### src/rcc_pkg.sv
`default_nettype none
package rcc_pkg;
  // ----------------------------------------
  // timing
  // ----------------------------------------
  localparam int CLK_HZ       = 20_000_000;
  localparam int RST_HOLD_NS  = 1000;
  localparam int RST_HOLD_CYC = (RST_HOLD_NS * (CLK_HZ / 1_000_000) + 999) / 1000;
  localparam int HOLD_W       = 6;

  // ----------------------------------------
  // register offsets
  // ----------------------------------------
  localparam logic [7:0] A_CLK_CFG   = 8'h00;
  localparam logic [7:0] A_PRE_DIV   = 8'h04;
  localparam logic [7:0] A_TICK_PLL  = 8'h08;
  localparam logic [7:0] A_TICK_XTAL = 8'h0C;
  localparam logic [7:0] A_TICK_APLL = 8'h10;
  localparam logic [7:0] A_TICK_OSC  = 8'h14;
  localparam logic [7:0] A_RST_CTRL  = 8'h18;
  localparam logic [7:0] A_CAUSE     = 8'h1C;

  // ----------------------------------------
  // field positions and widths
  // ----------------------------------------
  localparam int SEL_LSB     = 0;
  localparam int PERIOD_BIT  = 2;
  localparam int LEDSEL_BIT  = 3;
  localparam int SWSYS_BIT   = 0;
  localparam int SWCPU0_BIT  = 1;
  localparam int SWCPU1_BIT  = 2;
  localparam int APPRST_BIT  = 3;
  localparam int CAUSE1_LSB  = 8;
  localparam int PRE_DIV_W   = 10;
  localparam int TICK_W      = 8;
  localparam int CAUSE_W     = 6;

  // ----------------------------------------
  // reset values and fixed divisors
  // ----------------------------------------
  localparam logic [PRE_DIV_W-1:0] PRE_DIV_RST = 10'h000;
  localparam logic [TICK_W-1:0]    TICK_RST    = 8'h00;
  localparam logic [7:0]           OSC_DIV_M1  = 8'hFF;
  localparam logic [PRE_DIV_W-1:0] PLL_DIV4_M1 = 10'h003;
  localparam logic [PRE_DIV_W-1:0] PLL_DIV2_M1 = 10'h001;

  typedef enum logic [1:0] {
    SRC_XTAL = 2'b00,
    SRC_PLL  = 2'b01,
    SRC_OSC  = 2'b10,
    SRC_APLL = 2'b11
  } rcc_src_t;

  // ----------------------------------------
  // reset cause codes
  // ----------------------------------------
  localparam logic [CAUSE_W-1:0] C_POR      = 6'h01;
  localparam logic [CAUSE_W-1:0] C_SW_SYS   = 6'h03;
  localparam logic [CAUSE_W-1:0] C_DSLEEP   = 6'h05;
  localparam logic [CAUSE_W-1:0] C_MAIN_WATCHDOG_0_G  = 6'h07;
  localparam logic [CAUSE_W-1:0] C_MAIN_WATCHDOG_1_G  = 6'h08;
  localparam logic [CAUSE_W-1:0] C_REALTIME_WATCHDOG_CO  = 6'h09;
  localparam logic [CAUSE_W-1:0] C_MWDT_CPU = 6'h0B;
  localparam logic [CAUSE_W-1:0] C_SW_CPU   = 6'h0C;
  localparam logic [CAUSE_W-1:0] C_REALTIME_WATCHDOG_CPU = 6'h0D;
  localparam logic [CAUSE_W-1:0] C_APP_RST  = 6'h0E;
  localparam logic [CAUSE_W-1:0] C_BROWNOUT = 6'h0F;
  localparam logic [CAUSE_W-1:0] C_REALTIME_WATCHDOG_SYS = 6'h10;

  // ----------------------------------------
  // peripheral clock permissions {plld2,apll,ledslow,ref,apb}
  // ----------------------------------------
  localparam int NPERIPH = 13;
  localparam logic [4:0] PERIPH_CLK_OK [NPERIPH] = '{
    5'h09, 5'h01, 5'h19, 5'h03, 5'h03, 5'h07, 5'h01,
    5'h01, 5'h01, 5'h01, 5'h01, 5'h01, 5'h01
  };
endpackage : rcc_pkg
`default_nettype wire

### src/rcc_div.sv
`timescale 1ns/1ps
`default_nettype none
module rcc_div #(
  parameter int W = 8
) (
  input  wire logic         hclk,
  input  wire logic         hresetn,
  input  wire logic         en_in,
  input  wire logic [W-1:0] div,
  output logic              en_out
);
  logic [W-1:0] cnt_reg;
  logic [W-1:0] lim_reg;
  logic         first_reg;
  logic [W-1:0] lim;

  // live divisor until the first wrap, so no early pulse after reset
  assign lim = first_reg ? div : lim_reg;

  // divide by div+1; after the first wrap, new divisor only taken at wrap
  always_ff @(posedge hclk or negedge hresetn) begin
    if (!hresetn) begin
      cnt_reg   <= '0;
      lim_reg   <= '0;
      first_reg <= 1'b1;
      en_out    <= 1'b0;
    end else begin
      en_out <= 1'b0;
      if (en_in) begin
        if (cnt_reg >= lim) begin
          cnt_reg   <= '0;
          lim_reg   <= div;
          first_reg <= 1'b0;
          en_out    <= 1'b1;
        end else begin
          cnt_reg <= cnt_reg + 1'b1;
        end
      end
    end
  end
endmodule : rcc_div
`default_nettype wire

### src/rcc_top.sv
// Overview of operation
// - No reset level clears on-chip RAM; only registers are reset.
// - CPU-level reset touches only the affected core or cores.
// - Core-level reset resets all digital logic but not the always-on domain.
// - System-level reset resets everything, always-on domain included.
// - Each core has its own readable reset-cause field.
// - Some sources reset one core while the other keeps running and its cause.
// - System resets record 0x01 power-on, 0x10 watchdog system, 0x0F brown-out.
// - Software system reset is core-level, records 0x03; deep-sleep wake records 0x05.
// - Watchdog core-level resets record 0x07, 0x08, 0x09 in both cores.
// - CPU resets record 0x0B main watchdog, 0x0C software, 0x0D real-time watchdog.
// - Protocol core resetting the application core records 0xE for it only.
// - Source select: 0 crystal, 1 main PLL, 2 internal oscillator, 3 audio PLL.
// - Crystal or oscillator source: CPU clock is source over pre-divider plus one.
// - Main PLL source: period select 0 divides by four, else by two.
// - Audio PLL source: period select 0 divides by four, 1 by two.
// - Bus clock: PLL over four, audio CPU halved, else equal to CPU clock.
// - Reference tick divides bus clock by a per-source divider setting.
// - Slow clock is the internal oscillator divided by 256.
// - Main PLL is the high-speed source for CPU and peripheral clocks.
// - Peripherals may use only their permitted clocks.
// - LED slow clock: 1 selects oscillator, 0 selects bus clock.
//
// The register addresses and the AHB-Lite slave port were chosen for this implementation.
`timescale 1ns/1ps
`default_nettype none
module rcc_top (
  input  wire logic                        hclk,
  input  wire logic                        hresetn,
  input  wire logic                        hsel,
  input  wire logic [31:0]                 haddr,
  input  wire logic [1:0]                  htrans,
  input  wire logic                        hwrite,
  input  wire logic [2:0]                  hsize,
  input  wire logic [31:0]                 hwdata,
  input  wire logic                        hready,
  output logic [31:0]                      hrdata,
  output logic                             hreadyout,
  output logic                             hresp,
  input  wire logic                        xtal_tick,
  input  wire logic                        pll_tick,
  input  wire logic                        osc_tick,
  input  wire logic                        apll_tick,
  input  wire logic                        brownout_evt,
  input  wire logic                        realtime_watchdog_sys_evt,
  input  wire logic                        deep_sleep_wake_evt,
  input  wire logic                        main_watchdog_0_glob_evt,
  input  wire logic                        main_watchdog_1_glob_evt,
  input  wire logic                        realtime_watchdog_core_evt,
  input  wire logic                        main_watchdog_0_cpu_evt,
  input  wire logic                        main_watchdog_1_cpu_evt,
  input  wire logic                        realtime_watchdog_cpu_evt,
  input  wire logic [3:0]                  periph_sel,
  input  wire logic [2:0]                  clk_kind,
  output logic                             clk_kind_ok,
  output logic                             rtc_rst_n,
  output logic                             digital_rst_n,
  output logic                             core0_rst_n,
  output logic                             core1_rst_n,
  output logic                             cpu_clk_en,
  output logic                             apb_clk_en,
  output logic                             ref_tick,
  output logic                             led_pwm_slow_clock,
  output logic                             osc_div256_clock,
  output logic                             pll_half_clock,
  output logic                             audio_pll_clock,
  output logic [rcc_pkg::CAUSE_W-1:0]      core0_reset_cause,
  output logic [rcc_pkg::CAUSE_W-1:0]      core1_reset_cause
);
  import rcc_pkg::*;

  // ----------------------------------------
  // registers and wires
  // ----------------------------------------
  rcc_src_t              sel_reg;
  rcc_src_t              act_src_reg;
  logic                  period_reg;
  logic                  period_act_reg;
  logic                  led_sel_reg;
  logic [PRE_DIV_W-1:0]  pre_div_reg;
  logic [TICK_W-1:0]     tick_pll_reg;
  logic [TICK_W-1:0]     tick_xtal_reg;
  logic [TICK_W-1:0]     tick_apll_reg;
  logic [TICK_W-1:0]     tick_osc_reg;
  logic                  sw_sys_reg;
  logic                  sw_cpu0_reg;
  logic                  sw_cpu1_reg;
  logic                  app_ctl_reg;
  logic                  app_ctl_d_reg;
  logic                  wr_pend_reg;
  logic                  rd_pend_reg;
  logic [7:0]            addr_reg;
  logic [HOLD_W-1:0]     sys_cnt_reg;
  logic [HOLD_W-1:0]     core_cnt_reg;
  logic [HOLD_W-1:0]     cpu0_cnt_reg;
  logic [HOLD_W-1:0]     cpu1_cnt_reg;
  logic                  addr_ok;
  logic                  app_rise;
  logic                  sys_trig;
  logic                  core_trig;
  logic                  cpu0_trig;
  logic                  cpu1_trig;
  logic                  src_tick;
  logic [PRE_DIV_W-1:0]  cpu_div;
  logic [1:0]            apb_div;
  logic [TICK_W-1:0]     ref_div;
  logic [CAUSE_W-1:0]    glob_code;
  logic [31:0]           rd_mux;

  localparam logic [HOLD_W-1:0] HOLD_LOAD = HOLD_W'(RST_HOLD_CYC);

  // ----------------------------------------
  // bus slave
  // ----------------------------------------
  assign addr_ok   = hsel && htrans[1] && hready;
  assign hreadyout = !rd_pend_reg;
  assign hresp     = 1'b0;
  assign app_rise  = app_ctl_reg && !app_ctl_d_reg;

  always_ff @(posedge hclk or negedge hresetn) begin
    if (!hresetn) begin
      wr_pend_reg <= 1'b0;
      rd_pend_reg <= 1'b0;
      addr_reg    <= 8'h00;
    end else begin
      wr_pend_reg <= addr_ok && hwrite;
      rd_pend_reg <= addr_ok && !hwrite;
      if (addr_ok) begin
        addr_reg <= {haddr[7:2], 2'b00};
      end
    end
  end

  always_comb begin
    rd_mux = 32'h0000_0000;
    case (addr_reg)
      A_CLK_CFG:   rd_mux = {28'h0, led_sel_reg, period_reg, sel_reg};
      A_PRE_DIV:   rd_mux = {22'h0, pre_div_reg};
      A_TICK_PLL:  rd_mux = {24'h0, tick_pll_reg};
      A_TICK_XTAL: rd_mux = {24'h0, tick_xtal_reg};
      A_TICK_APLL: rd_mux = {24'h0, tick_apll_reg};
      A_TICK_OSC:  rd_mux = {24'h0, tick_osc_reg};
      A_RST_CTRL:  rd_mux = {28'h0, app_ctl_reg, 3'b000};
      A_CAUSE:     rd_mux = {18'h0, core1_reset_cause, 2'b00, core0_reset_cause};
      default:     rd_mux = 32'h0000_0000;
    endcase
  end

  always_ff @(posedge hclk or negedge hresetn) begin
    if (!hresetn) begin
      hrdata <= 32'h0000_0000;
    end else if (rd_pend_reg) begin
      hrdata <= rd_mux;
    end
  end

  // ----------------------------------------
  // configuration registers
  // ----------------------------------------
  always_ff @(posedge hclk or negedge hresetn) begin
    if (!hresetn) begin
      sel_reg       <= SRC_XTAL;
      period_reg    <= 1'b0;
      led_sel_reg   <= 1'b0;
      pre_div_reg   <= PRE_DIV_RST;
      tick_pll_reg  <= TICK_RST;
      tick_xtal_reg <= TICK_RST;
      tick_apll_reg <= TICK_RST;
      tick_osc_reg  <= TICK_RST;
      app_ctl_reg   <= 1'b0;
    end else if (sys_trig || core_trig) begin
      sel_reg       <= SRC_XTAL;
      period_reg    <= 1'b0;
      led_sel_reg   <= 1'b0;
      pre_div_reg   <= PRE_DIV_RST;
      tick_pll_reg  <= TICK_RST;
      tick_xtal_reg <= TICK_RST;
      tick_apll_reg <= TICK_RST;
      tick_osc_reg  <= TICK_RST;
      app_ctl_reg   <= 1'b0;
    end else if (wr_pend_reg) begin
      case (addr_reg)
        A_CLK_CFG: begin
          sel_reg     <= rcc_src_t'(hwdata[SEL_LSB +: 2]);
          period_reg  <= hwdata[PERIOD_BIT];
          led_sel_reg <= hwdata[LEDSEL_BIT];
        end
        A_PRE_DIV:   pre_div_reg   <= hwdata[PRE_DIV_W-1:0];
        A_TICK_PLL:  tick_pll_reg  <= hwdata[TICK_W-1:0];
        A_TICK_XTAL: tick_xtal_reg <= hwdata[TICK_W-1:0];
        A_TICK_APLL: tick_apll_reg <= hwdata[TICK_W-1:0];
        A_TICK_OSC:  tick_osc_reg  <= hwdata[TICK_W-1:0];
        A_RST_CTRL:  app_ctl_reg   <= hwdata[APPRST_BIT];
        default: begin
        end
      endcase
    end
  end

  // software reset strobes, one cycle each
  always_ff @(posedge hclk or negedge hresetn) begin
    if (!hresetn) begin
      sw_sys_reg    <= 1'b0;
      sw_cpu0_reg   <= 1'b0;
      sw_cpu1_reg   <= 1'b0;
      app_ctl_d_reg <= 1'b0;
    end else begin
      sw_sys_reg    <= wr_pend_reg && addr_reg == A_RST_CTRL && hwdata[SWSYS_BIT];
      sw_cpu0_reg   <= wr_pend_reg && addr_reg == A_RST_CTRL && hwdata[SWCPU0_BIT];
      sw_cpu1_reg   <= wr_pend_reg && addr_reg == A_RST_CTRL && hwdata[SWCPU1_BIT];
      app_ctl_d_reg <= app_ctl_reg;
    end
  end

  // ----------------------------------------
  // reset levels
  // ----------------------------------------
  assign sys_trig  = brownout_evt || realtime_watchdog_sys_evt;
  assign core_trig = sw_sys_reg || deep_sleep_wake_evt || main_watchdog_0_glob_evt
                  || main_watchdog_1_glob_evt || realtime_watchdog_core_evt;
  assign cpu0_trig = main_watchdog_0_cpu_evt || sw_cpu0_reg || realtime_watchdog_cpu_evt;
  assign cpu1_trig = main_watchdog_1_cpu_evt || sw_cpu1_reg || realtime_watchdog_cpu_evt || app_rise;

  always_ff @(posedge hclk or negedge hresetn) begin
    if (!hresetn) begin
      sys_cnt_reg  <= HOLD_LOAD;
      core_cnt_reg <= '0;
      cpu0_cnt_reg <= '0;
      cpu1_cnt_reg <= '0;
    end else begin
      sys_cnt_reg  <= sys_trig  ? HOLD_LOAD : sys_cnt_reg  - HOLD_W'(sys_cnt_reg != '0);
      core_cnt_reg <= core_trig ? HOLD_LOAD : core_cnt_reg - HOLD_W'(core_cnt_reg != '0);
      cpu0_cnt_reg <= cpu0_trig ? HOLD_LOAD : cpu0_cnt_reg - HOLD_W'(cpu0_cnt_reg != '0);
      cpu1_cnt_reg <= cpu1_trig ? HOLD_LOAD : cpu1_cnt_reg - HOLD_W'(cpu1_cnt_reg != '0);
    end
  end

  // reset outputs only; memories get no clear
  always_ff @(posedge hclk or negedge hresetn) begin
    if (!hresetn) begin
      rtc_rst_n     <= 1'b0;
      digital_rst_n <= 1'b0;
      core0_rst_n   <= 1'b0;
      core1_rst_n   <= 1'b0;
    end else begin
      rtc_rst_n     <= sys_cnt_reg == '0;
      digital_rst_n <= sys_cnt_reg == '0 && core_cnt_reg == '0;
      core0_rst_n   <= sys_cnt_reg == '0 && core_cnt_reg == '0
                    && cpu0_cnt_reg == '0;
      core1_rst_n   <= sys_cnt_reg == '0 && core_cnt_reg == '0
                    && cpu1_cnt_reg == '0 && !app_ctl_reg;
    end
  end

  // ----------------------------------------
  // reset cause
  // ----------------------------------------
  always_comb begin
    glob_code = '0;
    if (brownout_evt)             glob_code = C_BROWNOUT;
    else if (realtime_watchdog_sys_evt)        glob_code = C_REALTIME_WATCHDOG_SYS;
    else if (sw_sys_reg)          glob_code = C_SW_SYS;
    else if (deep_sleep_wake_evt) glob_code = C_DSLEEP;
    else if (main_watchdog_0_glob_evt)      glob_code = C_MAIN_WATCHDOG_0_G;
    else if (main_watchdog_1_glob_evt)      glob_code = C_MAIN_WATCHDOG_1_G;
    else if (realtime_watchdog_core_evt)       glob_code = C_REALTIME_WATCHDOG_CO;
  end

  always_ff @(posedge hclk or negedge hresetn) begin
    if (!hresetn) begin
      core0_reset_cause <= C_POR;
    end else if (sys_trig || core_trig) begin
      core0_reset_cause <= glob_code;
    end else if (main_watchdog_0_cpu_evt) begin
      core0_reset_cause <= C_MWDT_CPU;
    end else if (sw_cpu0_reg) begin
      core0_reset_cause <= C_SW_CPU;
    end else if (realtime_watchdog_cpu_evt) begin
      core0_reset_cause <= C_REALTIME_WATCHDOG_CPU;
    end
  end

  always_ff @(posedge hclk or negedge hresetn) begin
    if (!hresetn) begin
      core1_reset_cause <= C_POR;
    end else if (sys_trig || core_trig) begin
      core1_reset_cause <= glob_code;
    end else if (main_watchdog_1_cpu_evt) begin
      core1_reset_cause <= C_MWDT_CPU;
    end else if (sw_cpu1_reg) begin
      core1_reset_cause <= C_SW_CPU;
    end else if (realtime_watchdog_cpu_evt) begin
      core1_reset_cause <= C_REALTIME_WATCHDOG_CPU;
    end else if (app_rise) begin
      core1_reset_cause <= C_APP_RST;
    end
  end

  // ----------------------------------------
  // clock tree
  // ----------------------------------------
  // selection moves only on a cpu clock boundary
  always_ff @(posedge hclk or negedge hresetn) begin
    if (!hresetn) begin
      act_src_reg    <= SRC_XTAL;
      period_act_reg <= 1'b0;
    end else if (cpu_clk_en) begin
      act_src_reg    <= sel_reg;
      period_act_reg <= period_reg;
    end
  end

  always_comb begin
    src_tick = xtal_tick;
    cpu_div  = pre_div_reg;
    apb_div  = 2'd0;
    ref_div  = tick_xtal_reg;
    case (act_src_reg)
      SRC_XTAL: begin
        src_tick = xtal_tick;
      end
      SRC_PLL: begin
        src_tick = pll_tick;
        cpu_div  = period_act_reg ? PLL_DIV2_M1 : PLL_DIV4_M1;
        apb_div  = period_act_reg ? 2'd1 : 2'd0;
        ref_div  = tick_pll_reg;
      end
      SRC_OSC: begin
        src_tick = osc_tick;
        ref_div  = tick_osc_reg;
      end
      SRC_APLL: begin
        src_tick = apll_tick;
        cpu_div  = period_act_reg ? PLL_DIV2_M1 : PLL_DIV4_M1;
        apb_div  = 2'd1;
        ref_div  = tick_apll_reg;
      end
      default: begin
        src_tick = xtal_tick;
      end
    endcase
  end

  rcc_div #(.W(PRE_DIV_W)) u_cpu_div (
    .hclk    (hclk),
    .hresetn (hresetn),
    .en_in   (src_tick),
    .div     (cpu_div),
    .en_out  (cpu_clk_en)
  );

  rcc_div #(.W(2)) u_apb_div (
    .hclk    (hclk),
    .hresetn (hresetn),
    .en_in   (cpu_clk_en),
    .div     (apb_div),
    .en_out  (apb_clk_en)
  );

  rcc_div #(.W(TICK_W)) u_ref_div (
    .hclk    (hclk),
    .hresetn (hresetn),
    .en_in   (apb_clk_en),
    .div     (ref_div),
    .en_out  (ref_tick)
  );

  rcc_div #(.W(8)) u_osc_div (
    .hclk    (hclk),
    .hresetn (hresetn),
    .en_in   (osc_tick),
    .div     (OSC_DIV_M1),
    .en_out  (osc_div256_clock)
  );

  rcc_div #(.W(1)) u_half_div (
    .hclk    (hclk),
    .hresetn (hresetn),
    .en_in   (pll_tick),
    .div     (1'b1),
    .en_out  (pll_half_clock)
  );

  always_ff @(posedge hclk or negedge hresetn) begin
    if (!hresetn) begin
      led_pwm_slow_clock <= 1'b0;
      audio_pll_clock    <= 1'b0;
    end else begin
      led_pwm_slow_clock <= led_sel_reg ? osc_tick : apb_clk_en;
      audio_pll_clock    <= apll_tick;
    end
  end

  assign clk_kind_ok = (int'(periph_sel) < NPERIPH) && (int'(clk_kind) < 5)
                    && PERIPH_CLK_OK[periph_sel][clk_kind];

  logic [8:0] osc_seen_reg;
  always_ff @(posedge hclk or negedge hresetn) begin
    if (!hresetn) begin
      osc_seen_reg <= 9'h000;
    end else if (osc_div256_clock) begin
      osc_seen_reg <= {8'h00, osc_tick};
    end else begin
      osc_seen_reg <= osc_seen_reg + {8'h00, osc_tick};
    end
  end
endmodule : rcc_top
`default_nettype wire

### config.mk
export PLATFORM = sky130hd
export DESIGN_NAME = rcc_top
export DESIGN_NICKNAME = d
export VERILOG_FILES = /design/src/rcc_pkg.sv /design/src/rcc_div.sv /design/src/rcc_top.sv
export SDC_FILE = /design/constraint.sdc
export NUM_CORES = 1
export LEC_CHECK = 0
export ABC_AREA = 1
export BUFFER_PORTS_ARGS = -buffer_cell sky130_fd_sc_hd__buf_2
export CORE_MARGIN = 4
export CORE_UTILIZATION = 40
export CTS_CLUSTER_SIZE = 16
export DETAILED_ROUTE_END_ITERATION = 6
export GPL_TIMING_DRIVEN = 0
export PLACE_DENSITY = 0.68
export SYNTH_ARGS = -nofsm -noshare
export SYNTH_HDL_FRONTEND = slang
export SYNTH_SLANG_ARGS = --single-unit
### constraint.sdc
create_clock -name hclk -period 2.87 [get_ports hclk]
set_input_delay 0.287 -clock hclk [delete_from_list [all_inputs] [get_ports hclk]]
set_output_delay 0.287 -clock hclk [all_outputs]
set_load 0.02 [all_outputs]
* After elaboration in Yosys (flattened, before gate mapping) *
Memories as Yosys holds them, arrays and structs flattened.
Cells that the tools add are included.

word-level totals
  memories kept = 1
  word-level logic and storage cells = 223
  bits in registers = 197
  input port bits = 94
  output and inout bits = 58
  bits in read-only memories = 80

memories
  name             depth  bits a word  rd ports  clocked after memory_dff  write ports  line            RTL
  (no name shown)  16     5            1         0                         0            rcc_top.sv:395  && PERIPH_CLK_OK[periph_sel][clk_kind];

operators by class
  bitwise logic cells = 1
  reductions and logical operators = 63
  magnitude comparators = 9
  $add $sub $neg = 9
  mux-type cells = 79
  equal/unequal tests = 10

operators with widths
  operator                                        number
  2-to-1 mux 8 bit                                16
  case mux 14 bit (8 select lines)                1
  2-to-1 mux 6 bit                                13
  2-to-1 mux 10 bit                               6
  == test 6 x 3 -> 1 bit (second input constant)  4
  logical NOT 6 bit                               4
  2-to-1 mux 1 bit                                24
  case mux 8 bit (3 select lines)                 1
  AND reduction 2 bit                             12
  nonzero test 6 bit                              4
  subtractor 6 x 1 -> 6 bit                       4
  2-to-1 mux 4 bit                                5
  2-to-1 mux 5 bit                                4
  adder 8 x 1 -> 8 bit (second input constant)    2
  greater-or-equal comparator 8 bit               2
  nonzero test 2 bit                              8
  logical AND 1 bit                               15
  == test 6 x 2 -> 1 bit (second input constant)  2
  2-to-1 mux 2 bit                                6
  logical OR 1 bit                                11
  adder 10 x 1 -> 10 bit (second input constant)  1
  greater-or-equal comparator 10 bit              1
  logical NOT 8 bit                               1
  == test 6 x 1 -> 1 bit (second input constant)  1
  other kinds (19)                                23

* Depth between registers and ports, before layout *
  word-level depth = 8
  gate-level depth with buffers = 17
  gate-level depth less buffers = 17

* Modules after synthesis *
Synthesis repeated with hierarchy kept, for this count alone.

second synthesis, totals
  cell total of the unflattened synthesis = 1,206
  area total of the unflattened synthesis = 9,846.9 um^2

modules (own cells, without submodules)
  module                   area each (um^2)  sequential area each (um^2)  times used  cells each
  rcc_top                  5,848.1           2,882.8                      1           722
  rcc_div (u_osc_div ...)  1,081.0           451.7                        2           134
  rcc_div (u_cpu_div)      1,366.3           551.8                        1           164
  rcc_div (u_apb_div)      297.8             151.4                        1           33
  rcc_div (u_half_div)     172.7             101.3                        1           19

* Worst setup path after synthesis *
Ideal clock, no wire load.

  path kind = reg-to-reg
  start point = reg act_src_reg[0]
  end point = reg u_ref_div.first_reg
  setup time = 70 ps
  buffers on the path = 1
  stages on the path, launching flop included = 17
  period minus slack after synthesis = 2,213 ps
  path slack = 657 ps
  arrival = 2,143 ps
  path through = dfrtp_1 > buf_4 > nor2_4 > nand2_1 > nand3_1 > o21ai_0 > o21ai_0 > ha_1 > nand2_1 > nand3_1 > nand2_1 > nand2_1 > nand2_1 > nand2_1 > nand2_1 > clkinv_1 > nor2_1

between the ends
  cells in the longest elaborated chain, start to end = 5
  elaborated cells on any way between the ends = 7
  classes of those cells = order compare (1); eq/ne (3); mux (2); reduce/logical (1)

ends and longest elaborated chain
  element                                                  line            RTL
  start, declared                                          rcc_top.sv:76   rcc_src_t act_src_reg;
  start signal, assigned                                   rcc_top.sv:308  act_src_reg <= sel_reg;
  == test 2 bit or == test 2 x 1 -> 1 bit (tied branches)  rcc_top.sv:318  case (act_src_reg)
  case mux 8 bit (3 select lines) (*)                      rcc_top.sv:318
  2-to-1 mux 8 bit (*)                                     rcc_div.sv:18   assign lim = first_reg ? div : lim_reg;
  greater-or-equal comparator 8 bit (*)                    rcc_div.sv:30   if (cnt_reg >= lim) begin
  AND reduction 2 bit (no source line) (*)                 --
  end signal, assigned                                     rcc_div.sv:25   first_reg <= 1'b1;
  end signal, assigned                                     rcc_div.sv:33   first_reg <= 1'b0;
  end, declared                                            rcc_div.sv:14   logic first_reg;

Every way passes the cells marked *; elsewhere a longest branch is shown, timed or not.
A chain may end at the register's enable or synchronous reset.

* Final worst setup path *
  start point = reg act_src_reg[1]
  end point = reg u_ref_div.lim_reg[7]

between the ends
  cells in the longest elaborated chain, start to end = 5
  elaborated cells on any way between the ends = 7
  classes of those cells = order compare (1); eq/ne (3); mux (2); reduce/logical (1)

ends and longest elaborated chain
  element                                                  line            RTL
  == test 2 bit or == test 2 x 1 -> 1 bit (tied branches)  rcc_top.sv:318
  case mux 8 bit (3 select lines) (*)                      rcc_top.sv:318
  2-to-1 mux 8 bit                                         rcc_div.sv:18
  greater-or-equal comparator 8 bit                        rcc_div.sv:30
  AND reduction 2 bit (no source line)                     --
  end signal, assigned                                     rcc_div.sv:32   lim_reg <= div;
  end, declared                                            rcc_div.sv:13   logic [W-1:0] lim_reg;

Marks and branches as above.

==> run summary <==
The flow ran to the end, and the final reports show no timing, DRC or antenna violations. The tools report the post-route worst hold slack as 81.74 ps. The critical path is of the reg -> reg type. The run gives 0.4097 as the initial core utilization. The final antenna-violating net count is 0. The type of the worst min-delay path is in -> reg. Share of total power in combinational logic: 0.115.

The cell depth of the worst flop-to-flop path came out at 16. The tools report the worst ir drop on vdd as 0.4241 mV. Using the TritonRoute via totals, the vias-per-cell ratio works out to 4.941. Counting flops per register, the top entry is hrdata. For the final number of max-transition violations, the log shows 0. Setup violations remaining at the end of the flow were counted as 0.

At the pin with the least slew margin, the transition time is 678.0 ps. Cell internal power was estimated by the tool at 4.246 mW. In this run the worst setup path terminates at u_ref_div.lim_reg[7]. Remaining max-slew budget at the tightest pin: 0.5480. In this run the vertical extent of the chip is 160.7 um. For the final database, setup skew stands at 9.222 ps. At the placement stage, the worst setup path has a slack of 43.91 ps. The ratio of cells with drive above 1 in the final layout was 0.1544. The startpoint identified for the worst register-to-register timing path is act_src_reg[1]. The I/O pin count is 152.

Dominant register cell in the synthesized netlist: sky130_fd_sc_hd__dfrtp_1. The post-layout net count was 1408; the critical path data arrival time was 2920 ps. The area growth from synthesis to layout was 16.76%. For this run, the top clock speed supported by timing is 0.3919 GHz.

The post-route cell area was 0.01090 mm2. The post-synthesis cell count was 1156; the register share of total power was 0.458. The number of different library cells used by synthesis comes to 45. The sum of negative setup slack came out at 0 ps.

STA puts the critical path data required time at 3240 ps. By area, the combinational part of the netlist is dominated by simple AND/OR/NAND/NOR gates. The run gives 0 as the initial antenna violation count. The largest total area in the synthesized netlist belongs to sky130_fd_sc_hd__dfrtp_1.

After detailed routing, the number of remaining DRC violations is 0. The number of antenna diodes in the final layout is 0. Global routing finished with a remaining overflow of 0. The final core area utilization is 0.4783, and the ratio of final minimum period to clock period is 0.8892.

The run gives 5.617 nW as the leakage power total. Leading cell type by number of instances after synthesis: sky130_fd_sc_hd__nand2_1. The run gives 0.02278 mm2 as the area of the core region. The number of H-tree branching levels is 4, and the simple-gate share of the synthesized area is 0.2694.

Setup slack on the critical path of the routed design comes to 318.1 ps. The tools report the die footprint as 0.02584 mm2. The share of synthesized flip-flops with an asynchronous set or reset is 1.000, and the mapped cell area is 0.009331 mm2. The worst-case register-to-register setup slack is 320 ps. The relative contribution of the clock network to total power came out at 0.426. The synthesized design contains 175 register bits. Worst reg2reg path endpoint: u_ref_div.lim_reg[7].

The proportion of synthesized area in mux cells works out to 0.008715. Critical path launch point type: a flip-flop. The switching power is 1.575 mW. The most critical setup path has its startpoint at act_src_reg[1]. The portion of synthesized cell area occupied by the leading cell type was 0.4452; the number of clock sinks seen by CTS was 175. The portion of the post-synthesis area used by sequential elements was 0.4705. The first detailed-routing pass took 6 iterations. The tools report the number of buffers on the longest clock path as 2. The first global-routing pass estimated 37300 um of wire.

The number of global-route vias before repair was 7373. At the end of routability-driven placement, the weighted congestion stood at 0.8881. STA classifies the critical path endpoint as a flip-flop. After legalization and detailed placement, the total HPWL measured 16810 um. The final hold violation count was 0; the clock-pin slew on the worst setup and hold paths was 70 ps. The compound-gate portion of the synthesized area was 0.09131; the total number of yosys warnings was 0. Buffers placed on the I/O ports in this run total 76. The maximum number of pins on one net before global-route repair was 103; the worst-skew pair later-pin latency was 440 ps. TritonCTS built the clock tree. For this block, the initial DRC count from the detailed router was 631. The switching portion of total power was 0.2706; the power density over the cells was 534.3 mW/mm2.

After synthesis, the mean cell area works out to 8.072 um2. Setup repair after global routing left no endpoint under its margin. The max-cap check violation count was 0; the count of flip-flops with a built-in enable after synthesis was 0. The register with the most flip-flops in the layout has 13 of them. The peak fanout along the critical path is 10.

In the post-synthesis netlist, the biggest area contributors are sky130_fd_sc_hd__dfrtp_1 (45%), sky130_fd_sc_hd__nand2_1 (13%), sky130_fd_sc_hd__inv_1 (5.3%), sky130_fd_sc_hd__ha_1 (5.1%), sky130_fd_sc_hd__nor2_1 (4.6%). CTS placed an instance of sky130_fd_sc_hd__clkbuf_16 at the clock tree root. The number of vias after detailed routing was 7916. Overall global routing resource usage: 0.1764. Wires add up to 22410 um.

In this run, CTS created clock tree buffers numbering 17. Xor/xnor share of the synthesized area: 0.01689. Dividing the detail-routed wire length by the instance count gives 13.99 um. The run gives 55 as the number of standard-cell rows in the floorplan. From left edge to right edge, the die measures 160.7 um.

After layout, the minimum clock period comes to 2552 ps. Summing all placed instances gives a cell area of 0.01022 mm2. In the synthesized netlist, the cells that appear most often are sky130_fd_sc_hd__nand2_1 (322), sky130_fd_sc_hd__dfrtp_1 (166), sky130_fd_sc_hd__inv_1 (132), sky130_fd_sc_hd__nor2_1 (114), sky130_fd_sc_hd__nand3_1 (83). The fraction of the mapped netlist area in adder cells was 0.05095. The launch instance of the worst min-delay path was haddr[4].
[per-stage QoR]
stage,power [mW],cells
floorplan,3.154,1177
global placement,3.355,1566
detailed placement,3.385,1567
CTS,5.872,1602
global route,6.104,1602
finish,5.822,1602
[layer usage]
layer	track usage	vias up	wire, um
li1	-	3914	-
met1	0.2435	3762	10170
met2	0.2836	218	10680
met3	0.03464	22	1226
met4	0.05118	0	331
met5	0	-	0
[cells by family after synthesis]
family                   Yosys count
AND/OR/NAND/NOR                  578
buffers and inverters            185
flip-flops                       175
AO/OA/AOI/OAI                    153
adder cells (fa/ha/maj)           38
XOR/XNOR                          18
multiplexers                       8
other                              1
[cell usage in the layout, fill, tap and decap left out, types with 3 or more instances in the layout]
master / count
sky130_fd_sc_hd__a21o_1: 3
sky130_fd_sc_hd__a21oi_1: 23
sky130_fd_sc_hd__a21oi_4: 3
sky130_fd_sc_hd__buf_2: 82
sky130_fd_sc_hd__buf_4: 24
sky130_fd_sc_hd__buf_6: 5
sky130_fd_sc_hd__bufinv_16: 3
sky130_fd_sc_hd__clkbuf_1: 6
sky130_fd_sc_hd__clkbuf_16: 17
sky130_fd_sc_hd__clkinv_4: 5
sky130_fd_sc_hd__conb_1: 22
sky130_fd_sc_hd__dfrtp_1: 166
sky130_fd_sc_hd__dfstp_2: 9
sky130_fd_sc_hd__dlygate4sd3_1: 3
sky130_fd_sc_hd__ha_1: 38
sky130_fd_sc_hd__inv_1: 131
sky130_fd_sc_hd__inv_2: 4
sky130_fd_sc_hd__mux2i_1: 7
sky130_fd_sc_hd__nand2_1: 321
sky130_fd_sc_hd__nand2_2: 3
sky130_fd_sc_hd__nand2_4: 7
sky130_fd_sc_hd__nand3_1: 83
sky130_fd_sc_hd__nand4_1: 22
sky130_fd_sc_hd__nor2_1: 113
sky130_fd_sc_hd__nor2_2: 7
sky130_fd_sc_hd__nor2_4: 9
sky130_fd_sc_hd__nor3_1: 7
sky130_fd_sc_hd__o2111ai_1: 3
sky130_fd_sc_hd__o211ai_1: 3
sky130_fd_sc_hd__o21ai_0: 78
sky130_fd_sc_hd__o21ai_1: 27
sky130_fd_sc_hd__o22ai_1: 8
sky130_fd_sc_hd__xnor2_1: 5
sky130_fd_sc_hd__xor2_1: 13
[how the worst min path moves through the flow]
stage | end | slack (ps) | cells after the start
finish | addr_reg[4] | 80 | 2
global route | addr_reg[4] | 70 | 2
CTS | addr_reg[4] | 70 | 2
detailed placement | cpu0_cnt_reg[0] | 300 | 1
global placement | u_osc_div.first_reg | 430 | 2
floorplan | act_src_reg[0] | -9 | 0
[critical path: stages (launching register included)]
cell and delay, ps:
sky130_fd_sc_hd__dfrtp_1 440, sky130_fd_sc_hd__nand2_1 230, sky130_fd_sc_hd__inv_2 140, sky130_fd_sc_hd__nand2_1 90, sky130_fd_sc_hd__nand3_1 70, sky130_fd_sc_hd__o21ai_1 180, sky130_fd_sc_hd__o21ai_1 110, sky130_fd_sc_hd__ha_1 290
sky130_fd_sc_hd__nand2_1 50, sky130_fd_sc_hd__nand3_1 80, sky130_fd_sc_hd__nand2_1 50, sky130_fd_sc_hd__nand2_1 60, sky130_fd_sc_hd__nand2_1 50, sky130_fd_sc_hd__nand2_1 80, sky130_fd_sc_hd__buf_1 360, sky130_fd_sc_hd__nand3_1 130
sky130_fd_sc_hd__nand2_1 100
[layout make-up]
type	instances	area, um2
Tap cell	313	391.6
Fill cell	2224	11880
Sequential cell	175	4390
Multi-Input combinational cell	817	4173
Clock buffer	19	452.9
Clock inverter	13	178.9
Buffer	46	322.8
Inverter	139	538.0
Timing Repair Buffer	80	447.9
[power groups by stage]
stage | clock [mW] | sequential, mW | combinational, mW
3_5_place_dp | 0 | 2.71 | 0.671
5_1_grt | 2.64 | 2.69 | 0.781
3_3_place_gp | 0 | 2.71 | 0.642
2_1_floorplan | 0 | 2.72 | 0.437
6_report | 2.48 | 2.67 | 0.671
4_1_cts | 2.52 | 2.67 | 0.680
[timing repair]
item	4_1_cts	5_1_grt
pin swaps	0	1
setup buffers	0	0
hold buffers	3	0
resized for setup	1	11
setup endpoints to repair	1	29
endpoints found under the hold margin	70	0
Power figures use the tool's default switching activity.
